--- src/hdl/rso_pkg.sv ---
/*
  package of the relay status output selector: register offsets, reset
  values, field widths and the relay function codes.
  assumes a 32-bit apb register bus and a single 100 MHz clock.
*/
`default_nettype none

package rso_pkg;

  // ----------------------------------------------------------------
  // widths
  // ----------------------------------------------------------------
  localparam int VAL_W = 16;
  localparam int FUNC_W = 4;
  localparam int N_CH = 3;
  localparam int ADDR_W = 8;
  localparam int IRQ_W = 2;

  // ----------------------------------------------------------------
  // register offsets (byte addresses)
  // ----------------------------------------------------------------
  localparam logic [ADDR_W-1:0] OFS_FUNC = 8'h00;
  localparam logic [ADDR_W-1:0] OFS_UPPER = 8'h04;
  localparam logic [ADDR_W-1:0] OFS_LOWER = 8'h08;
  localparam logic [ADDR_W-1:0] OFS_R1_LOW = 8'h0c;
  localparam logic [ADDR_W-1:0] OFS_STATUS = 8'h10;
  localparam logic [ADDR_W-1:0] OFS_ISTAT = 8'h14;
  localparam logic [ADDR_W-1:0] OFS_IMASK = 8'h18;

  // ----------------------------------------------------------------
  // reset values
  // ----------------------------------------------------------------
  localparam logic [FUNC_W-1:0] FUNC_RST = 4'h0;
  localparam logic [VAL_W-1:0] UPPER_RST = 16'hffff;
  localparam logic [VAL_W-1:0] LOWER_RST = 16'h0000;
  localparam logic [VAL_W-1:0] R1_LOW_RST = 16'h0000;
  localparam logic [IRQ_W-1:0] IMASK_RST = 2'h0;

  // ----------------------------------------------------------------
  // interrupt bit positions
  // ----------------------------------------------------------------
  localparam int IRQ_CLOSE = 0;
  localparam int IRQ_OPEN = 1;

  // ----------------------------------------------------------------
  // channel positions of the threshold comparators
  // ----------------------------------------------------------------
  localparam int CH_CUR = 0;
  localparam int CH_TRQ = 1;
  localparam int CH_AIN2 = 2;

  // ----------------------------------------------------------------
  // relay function codes
  // ----------------------------------------------------------------
  typedef enum logic [FUNC_W-1:0] {
    RSO_FN_RUNNING = 4'h0,
    RSO_FN_HEALTHY = 4'h1,
    RSO_FN_AT_SPEED = 4'h2,
    RSO_FN_SPEED_NZ = 4'h3,
    RSO_FN_CURRENT = 4'h5,
    RSO_FN_TORQUE = 4'h6,
    RSO_FN_AIN2 = 4'h7,
    RSO_FN_FIRE = 4'h9,
    RSO_FN_MAINT = 4'ha,
    RSO_FN_READY = 4'hb,
    RSO_FN_TRIPPED = 4'hc
  } rso_func_t;

endpackage

`default_nettype wire

--- src/hdl/rso_hyst.sv ---
/*
  one threshold comparator with hysteresis: output rises when the value
  goes above the upper limit and falls only once it drops below the
  lower limit.
  assumes value and limits are synchronous to clk_sys.
*/
`default_nettype none

module rso_hyst import rso_pkg::*; (
  // clock and reset
  input wire logic clk_sys,
  input wire logic arst_n,
  // value and limits
  input wire logic [VAL_W-1:0] value,
  input wire logic [VAL_W-1:0] upper,
  input wire logic [VAL_W-1:0] lower,
  // result
  output logic above_ff
);

  // ----------------------------------------------------------------
  // hysteresis state
  // ----------------------------------------------------------------
  // rising wins when limits overlap, so a bad setting fails closed
  always_ff @(posedge clk_sys or negedge arst_n) begin
    if (!arst_n) begin
      above_ff <= 1'b0;
    end else if (value > upper) begin // [RULE3] [RULE4]
      above_ff <= 1'b1;
    end else if (value < lower) begin // [RULE3] [RULE4]
      above_ff <= 1'b0;
    end
  end
endmodule // rso_hyst

`default_nettype wire

--- src/hdl/rso_top.sv ---
/*
  relay status output selector: apb registers, function code select,
  three hysteresis comparators, relay drive and edge interrupts.
  assumes all status inputs are synchronous to clk_sys and that the
  relay driver closes the contacts while relay2_closed is high.
*/
// Local design decisions: the register addresses and the APB interface to the registers.
`default_nettype none

// Overview of operation
// RULE1 - software picks a function code deciding what energises relay two
// RULE2 - relay output high closes the contacts, low opens them
// RULE3 - threshold codes rise above upper limit, fall only below lower
// RULE4 - upper and lower limits are separate settable registers
// RULE5 - code 0: relay high while the motor output stage is enabled
// RULE6 - code 1: relay high when powered and no fault exists
// RULE7 - code 2: relay high when output frequency equals set-point
// RULE8 - code 3: relay high when output frequency is above zero
// RULE9 - code 5: relay follows the motor current threshold comparator
// RULE10 - code 6: relay follows the motor torque threshold comparator
// RULE11 - code 7: relay follows the second analog input comparator
// RULE12 - code 9: relay high while emergency override mode runs
// RULE13 - code 10: relay high once the service timer has expired
// RULE14 - code 11: relay high in auto, no trip, safety circuit on
// RULE15 - code 12: relay high while the drive is tripped
// RULE16 - a shared lower-limit register feeds the first relay and output
// RULE17 - undefined codes such as 4, 8 and 14 hold the relay open
module rso_top import rso_pkg::*; (
  // clock and reset
  input wire logic clk_sys,
  input wire logic arst_n,
  // apb slave
  input wire logic psel,
  input wire logic penable,
  input wire logic pwrite,
  input wire logic [ADDR_W-1:0] paddr,
  input wire logic [31:0] pwdata,
  output logic [31:0] prdata,
  output logic pready,
  output logic pslverr,
  // drive status sources
  input wire logic motor_enabled,
  input wire logic drive_powered,
  input wire logic fault_present,
  input wire logic [VAL_W-1:0] out_freq,
  input wire logic [VAL_W-1:0] setpoint_freq,
  input wire logic [VAL_W-1:0] motor_current,
  input wire logic [VAL_W-1:0] motor_torque,
  input wire logic [VAL_W-1:0] analog_in2,
  input wire logic fire_mode_active,
  input wire logic service_expired,
  input wire logic auto_mode,
  input wire logic trip_present,
  input wire logic safety_enabled,
  // relay and shared limit
  output logic relay2_closed,
  output logic [VAL_W-1:0] relay1_lower_limit,
  // interrupt
  output logic irq
);

  // ----------------------------------------------------------------
  // declarations
  // ----------------------------------------------------------------
  logic [FUNC_W-1:0] func_ff;
  logic [VAL_W-1:0] upper_ff;
  logic [VAL_W-1:0] lower_ff;
  logic [IRQ_W-1:0] irq_stat_ff;
  logic [IRQ_W-1:0] irq_mask_ff;
  logic [IRQ_W-1:0] irq_evt;
  logic [IRQ_W-1:0] irq_clr;
  logic [N_CH-1:0] above;
  logic [VAL_W-1:0] chan_val [N_CH];
  logic nxt_relay;
  logic acc_cyc;
  logic wr_fire;
  logic addr_hit;
  logic [31:0] rd_mux;

  // ----------------------------------------------------------------
  // apb handshake
  // ----------------------------------------------------------------
  // one wait state: read data are registered while pready is still low, write data are captured while pready is high
  assign acc_cyc = psel & penable;
  assign wr_fire = acc_cyc & pready & pwrite;

  always_ff @(posedge clk_sys or negedge arst_n) begin
    if (!arst_n) begin
      pready <= 1'b0;
    end else begin
      pready <= acc_cyc & ~pready;
    end
  end

  always_comb begin
    rd_mux = 32'h0000_0000;
    addr_hit = 1'b1;
    unique case (paddr)
      OFS_FUNC: rd_mux[FUNC_W-1:0] = func_ff;
      OFS_UPPER: rd_mux[VAL_W-1:0] = upper_ff;
      OFS_LOWER: rd_mux[VAL_W-1:0] = lower_ff;
      OFS_R1_LOW: rd_mux[VAL_W-1:0] = relay1_lower_limit;
      OFS_STATUS: rd_mux[N_CH:0] = {above, relay2_closed};
      OFS_ISTAT: rd_mux[IRQ_W-1:0] = irq_stat_ff;
      OFS_IMASK: rd_mux[IRQ_W-1:0] = irq_mask_ff;
      default: addr_hit = 1'b0;
    endcase
  end

  always_ff @(posedge clk_sys or negedge arst_n) begin
    if (!arst_n) begin
      prdata <= 32'h0000_0000;
      pslverr <= 1'b0;
    end else if (acc_cyc & ~pready) begin
      prdata <= pwrite ? 32'h0000_0000 : rd_mux;
      pslverr <= ~addr_hit;
    end else begin
      prdata <= 32'h0000_0000;
      pslverr <= 1'b0;
    end
  end

  // ----------------------------------------------------------------
  // configuration registers
  // ----------------------------------------------------------------
  always_ff @(posedge clk_sys or negedge arst_n) begin
    if (!arst_n) begin
      func_ff <= FUNC_RST;
    end else if (wr_fire && paddr == OFS_FUNC) begin
      func_ff <= pwdata[FUNC_W-1:0]; // [RULE1]
    end
  end

  always_ff @(posedge clk_sys or negedge arst_n) begin
    if (!arst_n) begin
      upper_ff <= UPPER_RST;
      lower_ff <= LOWER_RST;
    end else if (wr_fire && paddr == OFS_UPPER) begin
      upper_ff <= pwdata[VAL_W-1:0]; // [RULE4]
    end else if (wr_fire && paddr == OFS_LOWER) begin
      lower_ff <= pwdata[VAL_W-1:0]; // [RULE4]
    end
  end

  // only stored and exported; the first relay lives elsewhere
  always_ff @(posedge clk_sys or negedge arst_n) begin
    if (!arst_n) begin
      relay1_lower_limit <= R1_LOW_RST;
    end else if (wr_fire && paddr == OFS_R1_LOW) begin
      relay1_lower_limit <= pwdata[VAL_W-1:0]; // [RULE16]
    end
  end

  // ----------------------------------------------------------------
  // threshold comparators
  // ----------------------------------------------------------------
  assign chan_val[CH_CUR] = motor_current;
  assign chan_val[CH_TRQ] = motor_torque;
  assign chan_val[CH_AIN2] = analog_in2;

  // all three share one limit pair, so each tracks even when unselected
  genvar gi;
  generate
    for (gi = 0; gi < N_CH; gi++) begin : g_hyst
      rso_hyst u_hyst ( // [RULE3]
        .clk_sys(clk_sys),
        .arst_n(arst_n),
        .value(chan_val[gi]),
        .upper(upper_ff),
        .lower(lower_ff),
        .above_ff(above[gi])
      );
    end
  endgenerate

  // ----------------------------------------------------------------
  // function select
  // ----------------------------------------------------------------
  always_comb begin
    nxt_relay = 1'b0;
    unique case (func_ff)
      RSO_FN_RUNNING: nxt_relay = motor_enabled; // [RULE5]
      RSO_FN_HEALTHY: nxt_relay = drive_powered & ~fault_present; // [RULE6]
      RSO_FN_AT_SPEED: nxt_relay = (out_freq == setpoint_freq); // [RULE7]
      RSO_FN_SPEED_NZ: nxt_relay = (out_freq != '0); // [RULE8]
      RSO_FN_CURRENT: nxt_relay = above[CH_CUR]; // [RULE9]
      RSO_FN_TORQUE: nxt_relay = above[CH_TRQ]; // [RULE10]
      RSO_FN_AIN2: nxt_relay = above[CH_AIN2]; // [RULE11]
      RSO_FN_FIRE: nxt_relay = fire_mode_active; // [RULE12]
      RSO_FN_MAINT: nxt_relay = service_expired; // [RULE13]
      RSO_FN_READY: begin
        nxt_relay = auto_mode & ~trip_present & safety_enabled; // [RULE14]
      end
      RSO_FN_TRIPPED: nxt_relay = trip_present; // [RULE15]
      default: nxt_relay = 1'b0; // [RULE17]
    endcase
  end

  // registered so the relay driver never sees select glitches
  always_ff @(posedge clk_sys or negedge arst_n) begin
    if (!arst_n) begin
      relay2_closed <= 1'b0;
    end else begin
      relay2_closed <= nxt_relay; // [RULE2]
    end
  end

  // ----------------------------------------------------------------
  // interrupts
  // ----------------------------------------------------------------
  assign irq_evt[IRQ_CLOSE] = nxt_relay & ~relay2_closed;
  assign irq_evt[IRQ_OPEN] = ~nxt_relay & relay2_closed;
  assign irq_clr = (wr_fire && paddr == OFS_ISTAT) ?
                   pwdata[IRQ_W-1:0] : '0;

  // set beats clear so an edge in the clearing cycle is kept
  always_ff @(posedge clk_sys or negedge arst_n) begin
    if (!arst_n) begin
      irq_stat_ff <= '0;
    end else begin
      irq_stat_ff <= (irq_stat_ff & ~irq_clr) | irq_evt;
    end
  end

  always_ff @(posedge clk_sys or negedge arst_n) begin
    if (!arst_n) begin
      irq_mask_ff <= IMASK_RST;
    end else if (wr_fire && paddr == OFS_IMASK) begin
      irq_mask_ff <= pwdata[IRQ_W-1:0];
    end
  end

  always_ff @(posedge clk_sys or negedge arst_n) begin
    if (!arst_n) begin
      irq <= 1'b0;
    end else begin
      irq <= |(irq_stat_ff & irq_mask_ff);
    end
  end
endmodule // rso_top

`default_nettype wire

--- config.mk ---
export PLATFORM = sky130hd
export DESIGN_NAME = rso_top
export DESIGN_NICKNAME = d
export VERILOG_FILES = /design/src/hdl/rso_pkg.sv /design/src/hdl/rso_hyst.sv /design/src/hdl/rso_top.sv
export SDC_FILE = /design/constraint.sdc
export NUM_CORES = 1
export LEC_CHECK = 0
export ABC_AREA = 1
export BUFFER_PORTS_ARGS = -buffer_cell sky130_fd_sc_hd__buf_2
export CORE_MARGIN = 5
export CORE_UTILIZATION = 45
export DETAILED_ROUTE_END_ITERATION = 8
export PLACE_DENSITY = 0.68
export SYNTH_ARGS = -nofsm -noshare
export SYNTH_HDL_FRONTEND = slang
export SYNTH_SLANG_ARGS = --single-unit
--- constraint.sdc ---
create_clock -name clk_sys -period 1.65 [get_ports clk_sys]
set_input_delay 0.33 -clock clk_sys [delete_from_list [all_inputs] [get_ports clk_sys]]
set_output_delay 0.33 -clock clk_sys [all_outputs]
set_load 0.03 [all_outputs]
==> run_results.csv, run 1 <==
group,metric,value,unit
outcome,outcome,"finished, violations left",
outcome,violated_checks,"setup timing",
sta,grt_setup_unrepaired,"yes",
detailed_routing,route.vias.total,5813,
worst_setup_path,critical_path.slowest_cell,"sky130_fd_sc_hd__dfstp_2",
worst_setup_path,crit-reg2reg-launch,"upper_ff[7]",
synthesis,synth_top_cells_by_area,"sky130_fd_sc_hd__dfrtp_1 25%, sky130_fd_sc_hd__ha_1 19%, sky130_fd_sc_hd__nand2_1 14%, sky130_fd_sc_hd__inv_1 7.6%, sky130_fd_sc_hd__dfstp_2 6.7%",
hold_path,min-delay-path-class,"in -> reg",
worst_setup_path,worstSetupStartpointType,"flop",
synthesis,postSynthRegisterBits,79,
worst_setup_path,cp_common_cell,"sky130_fd_sc_hd__nand2_1",
synthesis,async_reset_ff_frac,1.00,
pwr,total_power_per_unit_cell_area,629,mW/mm²
global_route,grt_pass1_vias,5617,
clock_network,cts.path.max_buffers,2,
detailed_routing,wire_per_inst,14.0,µm
worst_setup_path,cell_breakdown_of_the_critical_path,"inv_1, ha_1, nand2_1, inv_1, nor3_1, nand2_1, nand2_1, nand2_1, nand2_1, nand2_1",
global_route,globalRouteOverflowTotal,0,
worst_setup_path,timing.critical_path.to_type,"flop",
final_layout,layout_stage_area_growth_over_the_synthesis_result,23.1,%
synthesis,syn-mean-instance-area,7.39,µm²
worst_setup_path,critPathMaxStageDelay,530,ps
synthesis,netlist_instances,848,
place,hpwlAfterDp,13900,µm
place,placed_cells,1181,
pwr,fin_total_pwr,4.85,mW
pwr,p_leak,4.04,nW
clock_network,cts.sink_count,79,
detailed_routing,drcViolationCount,0,
clock_network,worstSkewPairLatency,330,ps
worst_setup_path,kind_of_critical_path,"reg -> reg",
detailed_routing,routed_via_density,4.85,
worst_setup_path,crit_fanout,4,
clock_network,cts_made_buffers,9,
sta,finalHoldWorstSlack,254,ps
detailed_routing,first_iter_violations,303,
final_layout,multiInputGateArea,0.00371,mm²
sta,final.period_utilization,1.00,
final_layout,design.final.nets,1239,
final_layout,utilization,0.560,
sta,final.min_clock_period,1660,ps
detailed_routing,drt-total-wl,16800,µm
synthesis,synth_top_cell_by_area,"sky130_fd_sc_hd__dfrtp_1",
pwr,max-vdd-ir-drop,499,µV
final_layout,fillCellCount,1389,
synthesis,yosys_warnings,0,
hold_path,holdCritStartpoint,"penable",
sta,hold_viol_final,0,
floorplan,die_width,128,µm
floorplan,fp-row-count,43,
final_layout,drive_gt1_frac,0.246,
run,drv.max_cap_violation_count,0,
final_layout,register_area,0.00200,mm²
hold_path,hold-path-endpoint,"pready",
sta,fin_skew,5.35,ps
sta,clock.fmax,0.604,GHz
detailed_routing,antenna_violating_nets_post_route,0,
synthesis,synth_seq_area_share,0.319,
synthesis,synthFlopType,"sky130_fd_sc_hd__dfrtp_1",
clock_network,htree_levels,3,
floorplan,die_h,128,µm
floorplan,fp.dieArea,0.0164,mm²
floorplan,start_util,0.455,
worst_setup_path,worst_ep_required_time,1870,ps
global_route,grt_max_degree,33,
synthesis,post_synth_instance_area,0.00626,mm²
hold_path,whs_path_depth,3,
clock_network,tritoncts,"built",
global_route,wire_length_of_the_first_global_routing_pass,26900,µm
place,gpl.final_weighted_congestion,0.891,
synthesis,synth_top_area_share,0.252,
clock_network,clock_edge_transition_at_the_registers_on_the_reported_setup_and_hold_paths,60,ps
worst_setup_path,rr_worst_depth,10,
worst_setup_path,critical_path_data_arrival_time,1880,ps
place,buffer_ports.inserted,152,
synthesis,number_of_enable_flip_flop_cells_after_synthesis,0,
sta,final_setup_violation_count,1,
detailed_routing,drt-pass1-iter-count,5,
worst_setup_path,regToRegEndpoint,"g_hyst[1].u_hyst.above_ff",
synthesis,synth.lib_cells_used.distinct,37,
final_layout,n_antenna_cell,0,
sta,final_critical_path_setup_slack,-5.37,ps
final_layout,instances_no_fill,1198,
worst_setup_path,setup.reg_to_reg.worst_slack,-5,ps
floorplan,ioPinCount,185,
floorplan,core_area,0.0138,mm²
sta,final-max-slew-violation-count,0,
global_route,grt_util_all_layers,0.207,
global_route,number_of_antenna_violations_at_the_first_check_in_global_routing,0,
clock_network,cts_root_buffer,"sky130_fd_sc_hd__clkbuf_16",
==> cells by family after synthesis <==
kind of cell             Yosys count  synth area share
AO/OA/AOI/OAI                    153             0.134
XOR/XNOR                           4           0.00559
adder cells (fa/ha/maj)           93             0.186
buffers and inverters            161             0.116
flip-flops                        79             0.319
other                              1          0.000599
AND/OR/NAND/NOR                  357             0.240
==> worst max-delay path: cells and delay by family (launching register included) <==
family,cells,cell delay (ps)
buffers and inverters,2,150
adder cells (fa/ha/maj),1,350
flip-flops,1,530
AND/OR/NAND/NOR,7,500
==> through the flow <==
stage,setup TNS [ps],cell area (µm²),setup WS (ps)
2_1_floorplan,0,6320,152
3_3_place_gp,-10.7,7270,-10.7
3_5_place_dp,-8.13,7270,-8.13
4_1_cts,0,7610,2.62
5_1_grt,-302,7710,-106
6_report,-5.37,7710,-5.37
==> cells in the mapped netlist (all sizes together) (2+ instances only) <==
cell type    n
a21o         2
nand2      234
nand3       26
dfstp       16
nor3         8
o21a         2
dfrtp       63
nand4       13
o21ai      100
nor2        73
buf         29
clkbuf       2
ha          93
a21oi       46
xnor2        3
or2          2
inv        130
==> cell usage in the layout, fill, tap and decap left out, drive strengths merged <==
master	instances
a21o	2
a21oi	46
a22o	1
a311oi	1
a31oi	1
buf	169
bufinv	2
clkbuf	10
clkinv	4
conb	16
dfrtp	63
dfstp	16
dlygate4sd3	1
ha	93
inv	130
nand2	234
nand3	26
nand4	13
nor2	73
nor3	8
nor3b	1
o21a	2
o21ai	100
or2	2
xnor2	3
xor2	1
==> layer usage <==
metal  vias to the layer above  track usage  wire length [µm]
met5                         -            0                 0
met4                         0       0.0468               172
met3                        14       0.0317               781
met2                       128        0.333              7930
met1                      2641        0.295              7930
li1                       3030            -                 -
==> how the worst max path moves through the flow <==
stage,from,to,slack (ps),cells past startpoint
floorplan,upper_ff[5],g_hyst[1].u_hyst.above_ff,150,10
global placement,upper_ff[13],g_hyst[2].u_hyst.above_ff,-10,10
detailed placement,upper_ff[15],g_hyst[2].u_hyst.above_ff,-8,9
CTS,upper_ff[13],g_hyst[2].u_hyst.above_ff,3,10
global route,upper_ff[7],g_hyst[0].u_hyst.above_ff,-110,10
finish,upper_ff[7],g_hyst[1].u_hyst.above_ff,-5,10
==> sequential cells by signal, indices dropped and copies added, names as in the netlist <==
register                flops
lower_ff                   16
prdata                     16
relay1_lower_limit         16
upper_ff                   16
func_ff                     4
g_hyst.u_hyst.above_ff      3
irq_mask_ff                 2
irq_stat_ff                 2
irq                         1
pready                      1
pslverr                     1
relay2_closed               1
==> repair_timing <==
item | CTS | global route
setup endpoints to repair | 2 | 3
hold endpoints to repair | 19 | 0
buffers inserted | 0 | 0
gates resized for setup | 4 | 19
hold buffers | 1 | 0
pin swaps | 1 | 3
gates cloned | 0 | 0
==> report_power, final <==
| part | total [mW] | internal, mW | switching (mW) |
|---|---|---|---|
| registers | 1.97 | 1.95 | 0.0139 |
| clock network | 2.12 | 1.36 | 0.760 |
| logic | 0.764 | 0.312 | 0.452 |
==> area by class of cell <==
class                      count  area share
tap                          180      0.0292
sequential                    79       0.259
multi-input combinational    623       0.482
clock inverter                 6      0.0109
clock buffer                  10      0.0310
inverter                     130      0.0636
timing repair buffer         170       0.125
Note: power is estimated with default switching activity, not from simulation.
==> run 2, diff against run 1 <==
Settings changed: ABC_AREA 1 to 0, PLACE_DENSITY 0.68 to 0.69.
==> run 2 against run 1 <==
  * The run still ends with setup timing left
  * Critical path type unchanged
  * Register-to-register slack lost 340 ps
  * Largest cell class unchanged
  * First-iteration DRC count decreased by 11%
  * Maximum frequency decreased by 17%
  * Core utilization increased by 7.4 points
  * Cell count shrank 19%
  * Total power grew 2.4%
  * Highest routed layer is now met5
  * Sequential power is essentially flat
  * Synthesized cell count is 36% lower
==> run_results.csv, run 2 <==
group,metric,value,unit
outcome,outcome,"finished, violations left",
outcome,violated_checks,"setup timing",
worst_setup_path,worstSetupStartpointType,"flop",
detailed_routing,routed_via_density,5.41,
sta,fin_skew,5.37,ps
floorplan,core_area,0.0126,mm²
final_layout,most_frequent_standard_cell_in_the_layout_excluding_fill_and_tap_cells,"sky130_fd_sc_hd__buf_2",
sta,finalHoldWorstSlack,256,ps
place,placedInstanceArea,0.00754,mm²
floorplan,fp-row-count,41,
sta,totalNegativeSetupSlack,-895,ps
global_route,number_of_antenna_violations_at_the_first_check_in_global_routing,1,
floorplan,die_width,124,µm
hold_path,min-delay-path-class,"in -> reg",
synthesis,postSynthRegisterBits,79,
synthesis,async_reset_ff_frac,1.00,
worst_setup_path,kind_of_critical_path,"reg -> reg",
pwr,p_leak,3.92,nW
synthesis,synth_seq_area_share,0.344,
synthesis,yosys_warnings,0,
final_layout,drive_gt1_frac,0.472,
detailed_routing,antenna_violating_nets_post_route,0,
pwr,p_seq_frac,0.396,
worst_setup_path,critical_path_data_arrival_time,2220,ps
place,gpl.final_weighted_congestion,0.928,
sta,final-max-slew-violation-count,0,
run,drv.max_cap_violation_count,0,
synthesis,synth.lib_cells_used.distinct,55,
sta,hold_viol_final,0,
synthesis,synth_top_cell_by_area,"sky130_fd_sc_hd__dfrtp_1",
final_layout,most-common-layout-cells,"151 x sky130_fd_sc_hd__buf_2, 99 x sky130_fd_sc_hd__buf_4, 89 x sky130_fd_sc_hd__ha_1",
pwr,clockPowerShare,0.441,
pwr,comb_power_share,0.163,
floorplan,fp.dieArea,0.0153,mm²
synthesis,post_synth_instance_area,0.00580,mm²
sta,clock.fmax,0.502,GHz
final_layout,design.final.nets,1024,
detailed_routing,drcViolationCount,0,
pwr,total_power_per_unit_cell_area,621,mW/mm²
clock_network,cts_made_buffers,9,
sta,final.min_clock_period,1990,ps
worst_setup_path,timing.critical_path.to_type,"flop",
pwr,power.internal,3.73,mW
sta,final_critical_path_setup_slack,-341,ps
global_route,globalRouteOverflowTotal,0,
synthesis,synth_top_cells_by_area,"sky130_fd_sc_hd__dfrtp_1 27%, sky130_fd_sc_hd__ha_1 20%, sky130_fd_sc_hd__mux2_2 8.4%, sky130_fd_sc_hd__dfstp_2 7.3%, sky130_fd_sc_hd__a21oi_1 3.2%",
detailed_routing,route.vias.total,5273,
floorplan,ioPinCount,185,
pwr,max-vdd-ir-drop,616,µV
synthesis,synthFlopType,"sky130_fd_sc_hd__dfrtp_1",
place,pre_cts_slack,-352,ps
global_route,grt_util_all_layers,0.230,
synthesis,netlist_instances,546,
clock_network,tritoncts,"built",
clock_network,cts.path.max_buffers,2,
global_route,grt_pass1_vias,5659,
pwr,p_sw,1.24,mW
synthesis,yosys-top-cells-count,"93 x sky130_fd_sc_hd__ha_1, 63 x sky130_fd_sc_hd__dfrtp_1, 43 x sky130_fd_sc_hd__mux2_2",
global_route,grt_max_degree,34,
pwr,switching_share,0.249,
detailed_routing,drt-total-wl,17300,µm
final_layout,layout_stage_area_growth_over_the_synthesis_result,38.0,%
final_layout,utilization,0.634,
place,buffer_ports.inserted,152,
floorplan,start_util,0.459,
clock_network,cts_root_buffer,"sky130_fd_sc_hd__clkbuf_16",
detailed_routing,wire_per_inst,17.8,µm
place,hpwlAfterDp,14300,µm
sta,final.period_utilization,1.21,
clock_network,cts.sink_count,79,
floorplan,die_h,124,µm
final_layout,n_antenna_cell,0,
worst_setup_path,worst_ep_required_time,1880,ps
synthesis,synth_top_area_share,0.272,
synthesis,syn-mean-instance-area,10.6,µm²
clock_network,worstSkewPairLatency,340,ps
sta,final_setup_violation_count,4,
synthesis,number_of_enable_flip_flop_cells_after_synthesis,0,
final_layout,final_design_area_no_fill,0.00800,mm²
synthesis,synth_most_common_cell,"sky130_fd_sc_hd__ha_1",
detailed_routing,first_iter_violations,269,
global_route,wire_length_of_the_first_global_routing_pass,27000,µm
sta,grt_setup_unrepaired,"yes",
clock_network,clock_edge_transition_at_the_registers_on_the_reported_setup_and_hold_paths,60,ps
worst_setup_path,crit_fanout,3,
detailed_routing,drt-pass1-iter-count,5,
clock_network,htree_levels,3,
## run 2: cell count changes in the layout (fill, tap and decap cells not counted), sizes merged, moves of 46 or more
| cell | delta |
|---|---|
| inv | -95 |
| nor2 | -46 |
| buf | +86 |
| o21ai | -80 |
| nand2 | -212 |
| mux2 | +55 |
## run 2: path summary, 6_finish.rpt
path,from,to,slack (ps),cells after the start
min,pwdata[6],upper_ff[6],260,2
max in group asynchronous,arst_n,upper_ff[13],650,3
max reg2reg,upper_ff[1],g_hyst[2].u_hyst.above_ff,-340,9
min in group asynchronous,arst_n,prdata[9],420,2
min reg2reg,pready,pready,510,1
max,upper_ff[1],g_hyst[2].u_hyst.above_ff,-340,9
## run 2: power by group through the flow
stage / clock [mW] / combinational (mW) / sequential (mW)
2_1_floorplan: 0 / 0.381 / 2.01
3_3_place_gp: 0 / 0.753 / 2.00
3_5_place_dp: 0 / 0.782 / 2.00
4_1_cts: 2.23 / 0.801 / 1.97
5_1_grt: 2.32 / 0.909 / 1.97
6_report: 2.19 / 0.812 / 1.97
## run 2: timing repair
action	CTS	global route
endpoints found under the setup margin	7	6
cloned	0	0
pin swaps	9	12
hold buffers	1	0
gates resized for setup	15	15
hold endpoints to repair	12	0
setup buffers	1	1
## run 2: routing by layer
| metal | vias to the layer above | GRT usage | part of all wire |
|---|---|---|---|
| li1 | 2532 | - | - |
| met1 | 2507 | 0.267 | 0.39 |
| met2 | 187 | 0.412 | 0.51 |
| met3 | 45 | 0.0517 | 0.060 |
| met4 | 2 | 0.0886 | 0.032 |
| met5 | - | 0 | 0.00081 |
## run 2: cell families after synthesis
kind of cell,Yosys count,synth area share
and+or+nand+nor,120,0.118
AOI/OAI and AO/OA,116,0.136
adders and majority gates,93,0.201
DFF,79,0.344
buffers and inverters,65,0.0591
muxes,56,0.117
xor gates and xnor gates,16,0.0242
other,1,0.000647
## run 2: final cells by class
cell class | instances | area [µm²]
clock buffers | 11 | 253
clock inverters | 5 | 80.1
fillers | 1056 | 4620
inverters | 35 | 134
multi-input cells | 417 | 3720
flip-flops and latches | 79 | 2000
well taps | 172 | 215
repair buffers | 256 | 1600
## run 2: per-stage QoR
| stage | total power, mW | std cells |
|---|---|---|
| after floorplan | 2.39 | 561 |
| after global placement | 2.75 | 956 |
| after detailed placement | 2.78 | 956 |
| after CTS | 5.00 | 974 |
| after global routing | 5.19 | 975 |
| final | 4.97 | 975 |
## run 2: critical path, cell delays in order, from the launching register on
cell and delay [ps]:
sky130_fd_sc_hd__dfstp_2 550, sky130_fd_sc_hd__inv_4 50, sky130_fd_sc_hd__buf_6 110, sky130_fd_sc_hd__ha_4 200, sky130_fd_sc_hd__nor2b_4 120, sky130_fd_sc_hd__o211ai_1 190
sky130_fd_sc_hd__a21oi_1 120, sky130_fd_sc_hd__o21ai_1 140, sky130_fd_sc_hd__a32oi_1 130, sky130_fd_sc_hd__a311o_1 270
==> run 3, diff against run 2 <==
==> constraint.sdc (replaced) <==
create_clock -name clk_sys -period 1.65 [get_ports clk_sys]
set_input_delay 0.33 -clock clk_sys [delete_from_list [all_inputs] [get_ports clk_sys]]
set_output_delay 0.33 -clock clk_sys [all_outputs]
set_load 0.05 [all_outputs]
==> run 3 against run 2 <==
  * Design area is 1.0% higher
  * Maximum frequency is 3.0% higher
  * Count of clock-buffer cells in the layout is 1 lower
  * Largest power group unchanged
  * The run still ends with setup timing left
  * Non-clock buffer count is 5 higher
  * First-iteration DRC count is 1.5% higher
  * Register-to-register slack better by 60 ps
  * Cell count is 0.51% higher
  * Critical endpoint is now g_hyst[1].u_hyst.above_ff
  * Via count is 0.53% higher
  * Routed wire length is 1.3% higher
==> run_results.csv, run 3 (synthesis gave the netlist of run 2 again) <==
group,metric,value,unit
worst_setup_path,timing.critical_path.to_type,"flop",
worst_setup_path,kind_of_critical_path,"reg -> reg",
sta,clock.fmax,0.517,GHz
clock_network,tritoncts,"built",
detailed_routing,drt-total-wl,17500,µm
clock_network,htree_levels,3,
detailed_routing,wire_per_inst,17.9,µm
global_route,grt_max_degree,31,
sta,grt_setup_unrepaired,"yes",
global_route,grt_util_all_layers,0.232,
place,placed_cells,961,
floorplan,fp.dieArea,0.0153,mm²
global_route,wire_length_of_the_first_global_routing_pass,27200,µm
outcome,outcome,"finished, violations left",
floorplan,core_area,0.0126,mm²
clock_network,cts_root_buffer,"sky130_fd_sc_hd__clkbuf_16",
worst_setup_path,critical_path_data_arrival_time,2170,ps
pwr,total_power_per_unit_cell_area,634,mW/mm²
clock_network,cts_made_buffers,9,
final_layout,most-common-layout-cells,"151 x sky130_fd_sc_hd__buf_2, 105 x sky130_fd_sc_hd__buf_4, 84 x sky130_fd_sc_hd__ha_1",
clock_network,worstSkewPairLatency,350,ps
final_layout,instances_no_fill,980,
worst_setup_path,critPathLaunch,"upper_ff[1]",
floorplan,die_width,124,µm
clock_network,cts.sink_count,79,
sta,final.period_utilization,1.17,
final_layout,design.final.nets,1029,
sta,hold_viol_final,0,
detailed_routing,drt-pass1-iter-count,7,
pwr,p_leak,3.94,nW
place,gpl.final_weighted_congestion,0.966,
hold_path,min-delay-path-class,"in -> reg",
detailed_routing,first_iter_violations,273,
worst_setup_path,crit-reg2reg-launch,"upper_ff[1]",
sta,final.min_clock_period,1930,ps
place,hpwlAfterDp,14500,µm
final_layout,most_frequent_standard_cell_in_the_layout_excluding_fill_and_tap_cells,"sky130_fd_sc_hd__buf_2",
pwr,max-vdd-ir-drop,761,µV
worst_setup_path,worst_ep_required_time,1890,ps
sta,totalNegativeSetupSlack,-900,ps
floorplan,die_h,124,µm
floorplan,fp-row-count,41,
sta,finalHoldWorstSlack,252,ps
outcome,violated_checks,"setup timing",
worst_setup_path,setup.reg_to_reg.worst_slack,-280,ps
worst_setup_path,crit_fanout,3,
global_route,number_of_antenna_violations_at_the_first_check_in_global_routing,1,
global_route,globalRouteOverflowTotal,0,
sta,final_setup_violation_count,5,
sta,fin_skew,13.0,ps
detailed_routing,antenna_violating_nets_post_route,0,
final_layout,n_antenna_cell,0,
worst_setup_path,worstSetupStartpointType,"flop",
clock_network,clock_edge_transition_at_the_registers_on_the_reported_setup_and_hold_paths,70,ps
detailed_routing,routed_via_density,5.41,
place,buffer_ports.inserted,152,
run,drv.max_cap_violation_count,0,
floorplan,start_util,0.459,
detailed_routing,route.vias.total,5301,
global_route,grt_pass1_vias,5561,
sta,final-max-slew-violation-count,0,
floorplan,ioPinCount,185,
detailed_routing,drcViolationCount,0,
hold_path,holdCritStartpoint,"pwdata[6]",
place,pre_cts_slack,-357,ps
clock_network,cts.path.max_buffers,2,
final_layout,layout_stage_area_growth_over_the_synthesis_result,39.4,%
final_layout,drive_gt1_frac,0.481,
sta,final_critical_path_setup_slack,-284,ps
final_layout,utilization,0.640,
-- run 3: changes by cell type in the layout (fill, tap and decap cells not counted), moves of 3 or more --
cell / before / now
sky130_fd_sc_hd__buf_4: 99 / 105
sky130_fd_sc_hd__ha_1: 89 / 84
sky130_fd_sc_hd__ha_4: 4 / 9
sky130_fd_sc_hd__a21oi_1: 33 / 36
sky130_fd_sc_hd__a21oi_2: 4 / 1
-- run 3: report_power, final --
part           internal [mW]  switching (mW)  leakage, nW  total, mW
clock                   1.48           0.817        0.166       2.29
sequential              1.95          0.0129         1.02       1.97
combinational          0.381           0.485         2.76      0.866
-- run 3: cell type report --
| class | instances | area, µm² |
|---|---|---|
| well taps | 172 | 215 |
| inverters | 35 | 134 |
| clock buffers | 10 | 229 |
| clock inverters | 6 | 109 |
| repair buffers | 261 | 1630 |
| fillers | 1044 | 4540 |
| flip-flops and latches | 79 | 2000 |
| multi-input cells | 417 | 3760 |
-- run 3: metrics by stage --
step                      cell area (µm²)  power, mW
after floorplan                      5980       2.43
after global placement               7570       2.79
after detailed placement             7570       2.83
after CTS                            8000       5.14
after global routing                 8080       5.33
final                                8080       5.13
-- run 3: final timing paths --
check / to / cells after the start
max: g_hyst[1].u_hyst.above_ff / 8
min: upper_ff[6] / 2
max reg2reg: g_hyst[1].u_hyst.above_ff / 8
min reg2reg: pready / 1
max in group asynchronous: upper_ff[4] / 3
min in group asynchronous: lower_ff[8] / 2
-- run 3: metal layers --
metal / part of all wire / wire length [µm] / vias up / GRT usage
met1: 0.40 / 7090 / 2533 / 0.279
met3: 0.052 / 907 / 39 / 0.0448
met4: 0.026 / 464 / 2 / 0.0817
met2: 0.52 / 9070 / 191 / 0.414
met5: 0.00074 / 13 / - / 0
li1: - / - / 2536 / -
-- run 3: timing repair --
action,4_1_cts,5_1_grt
setup endpoints to repair,6,6
gates cloned,0,0
endpoints found under the hold margin,10,0
resized for setup,21,13
hold buffers,1,0
pin swaps,10,14
setup buffers,1,1
-- run 3: worst max-delay path, stage by stage (launching register included) --
cell	delay [ps]
sky130_fd_sc_hd__dfstp_2	550
sky130_fd_sc_hd__inv_4	60
sky130_fd_sc_hd__ha_4	210
sky130_fd_sc_hd__nor2b_4	120
sky130_fd_sc_hd__o211ai_1	210
sky130_fd_sc_hd__a21oi_2	100
sky130_fd_sc_hd__o21ai_2	140
sky130_fd_sc_hd__a32oi_1	110
sky130_fd_sc_hd__a311o_1	330
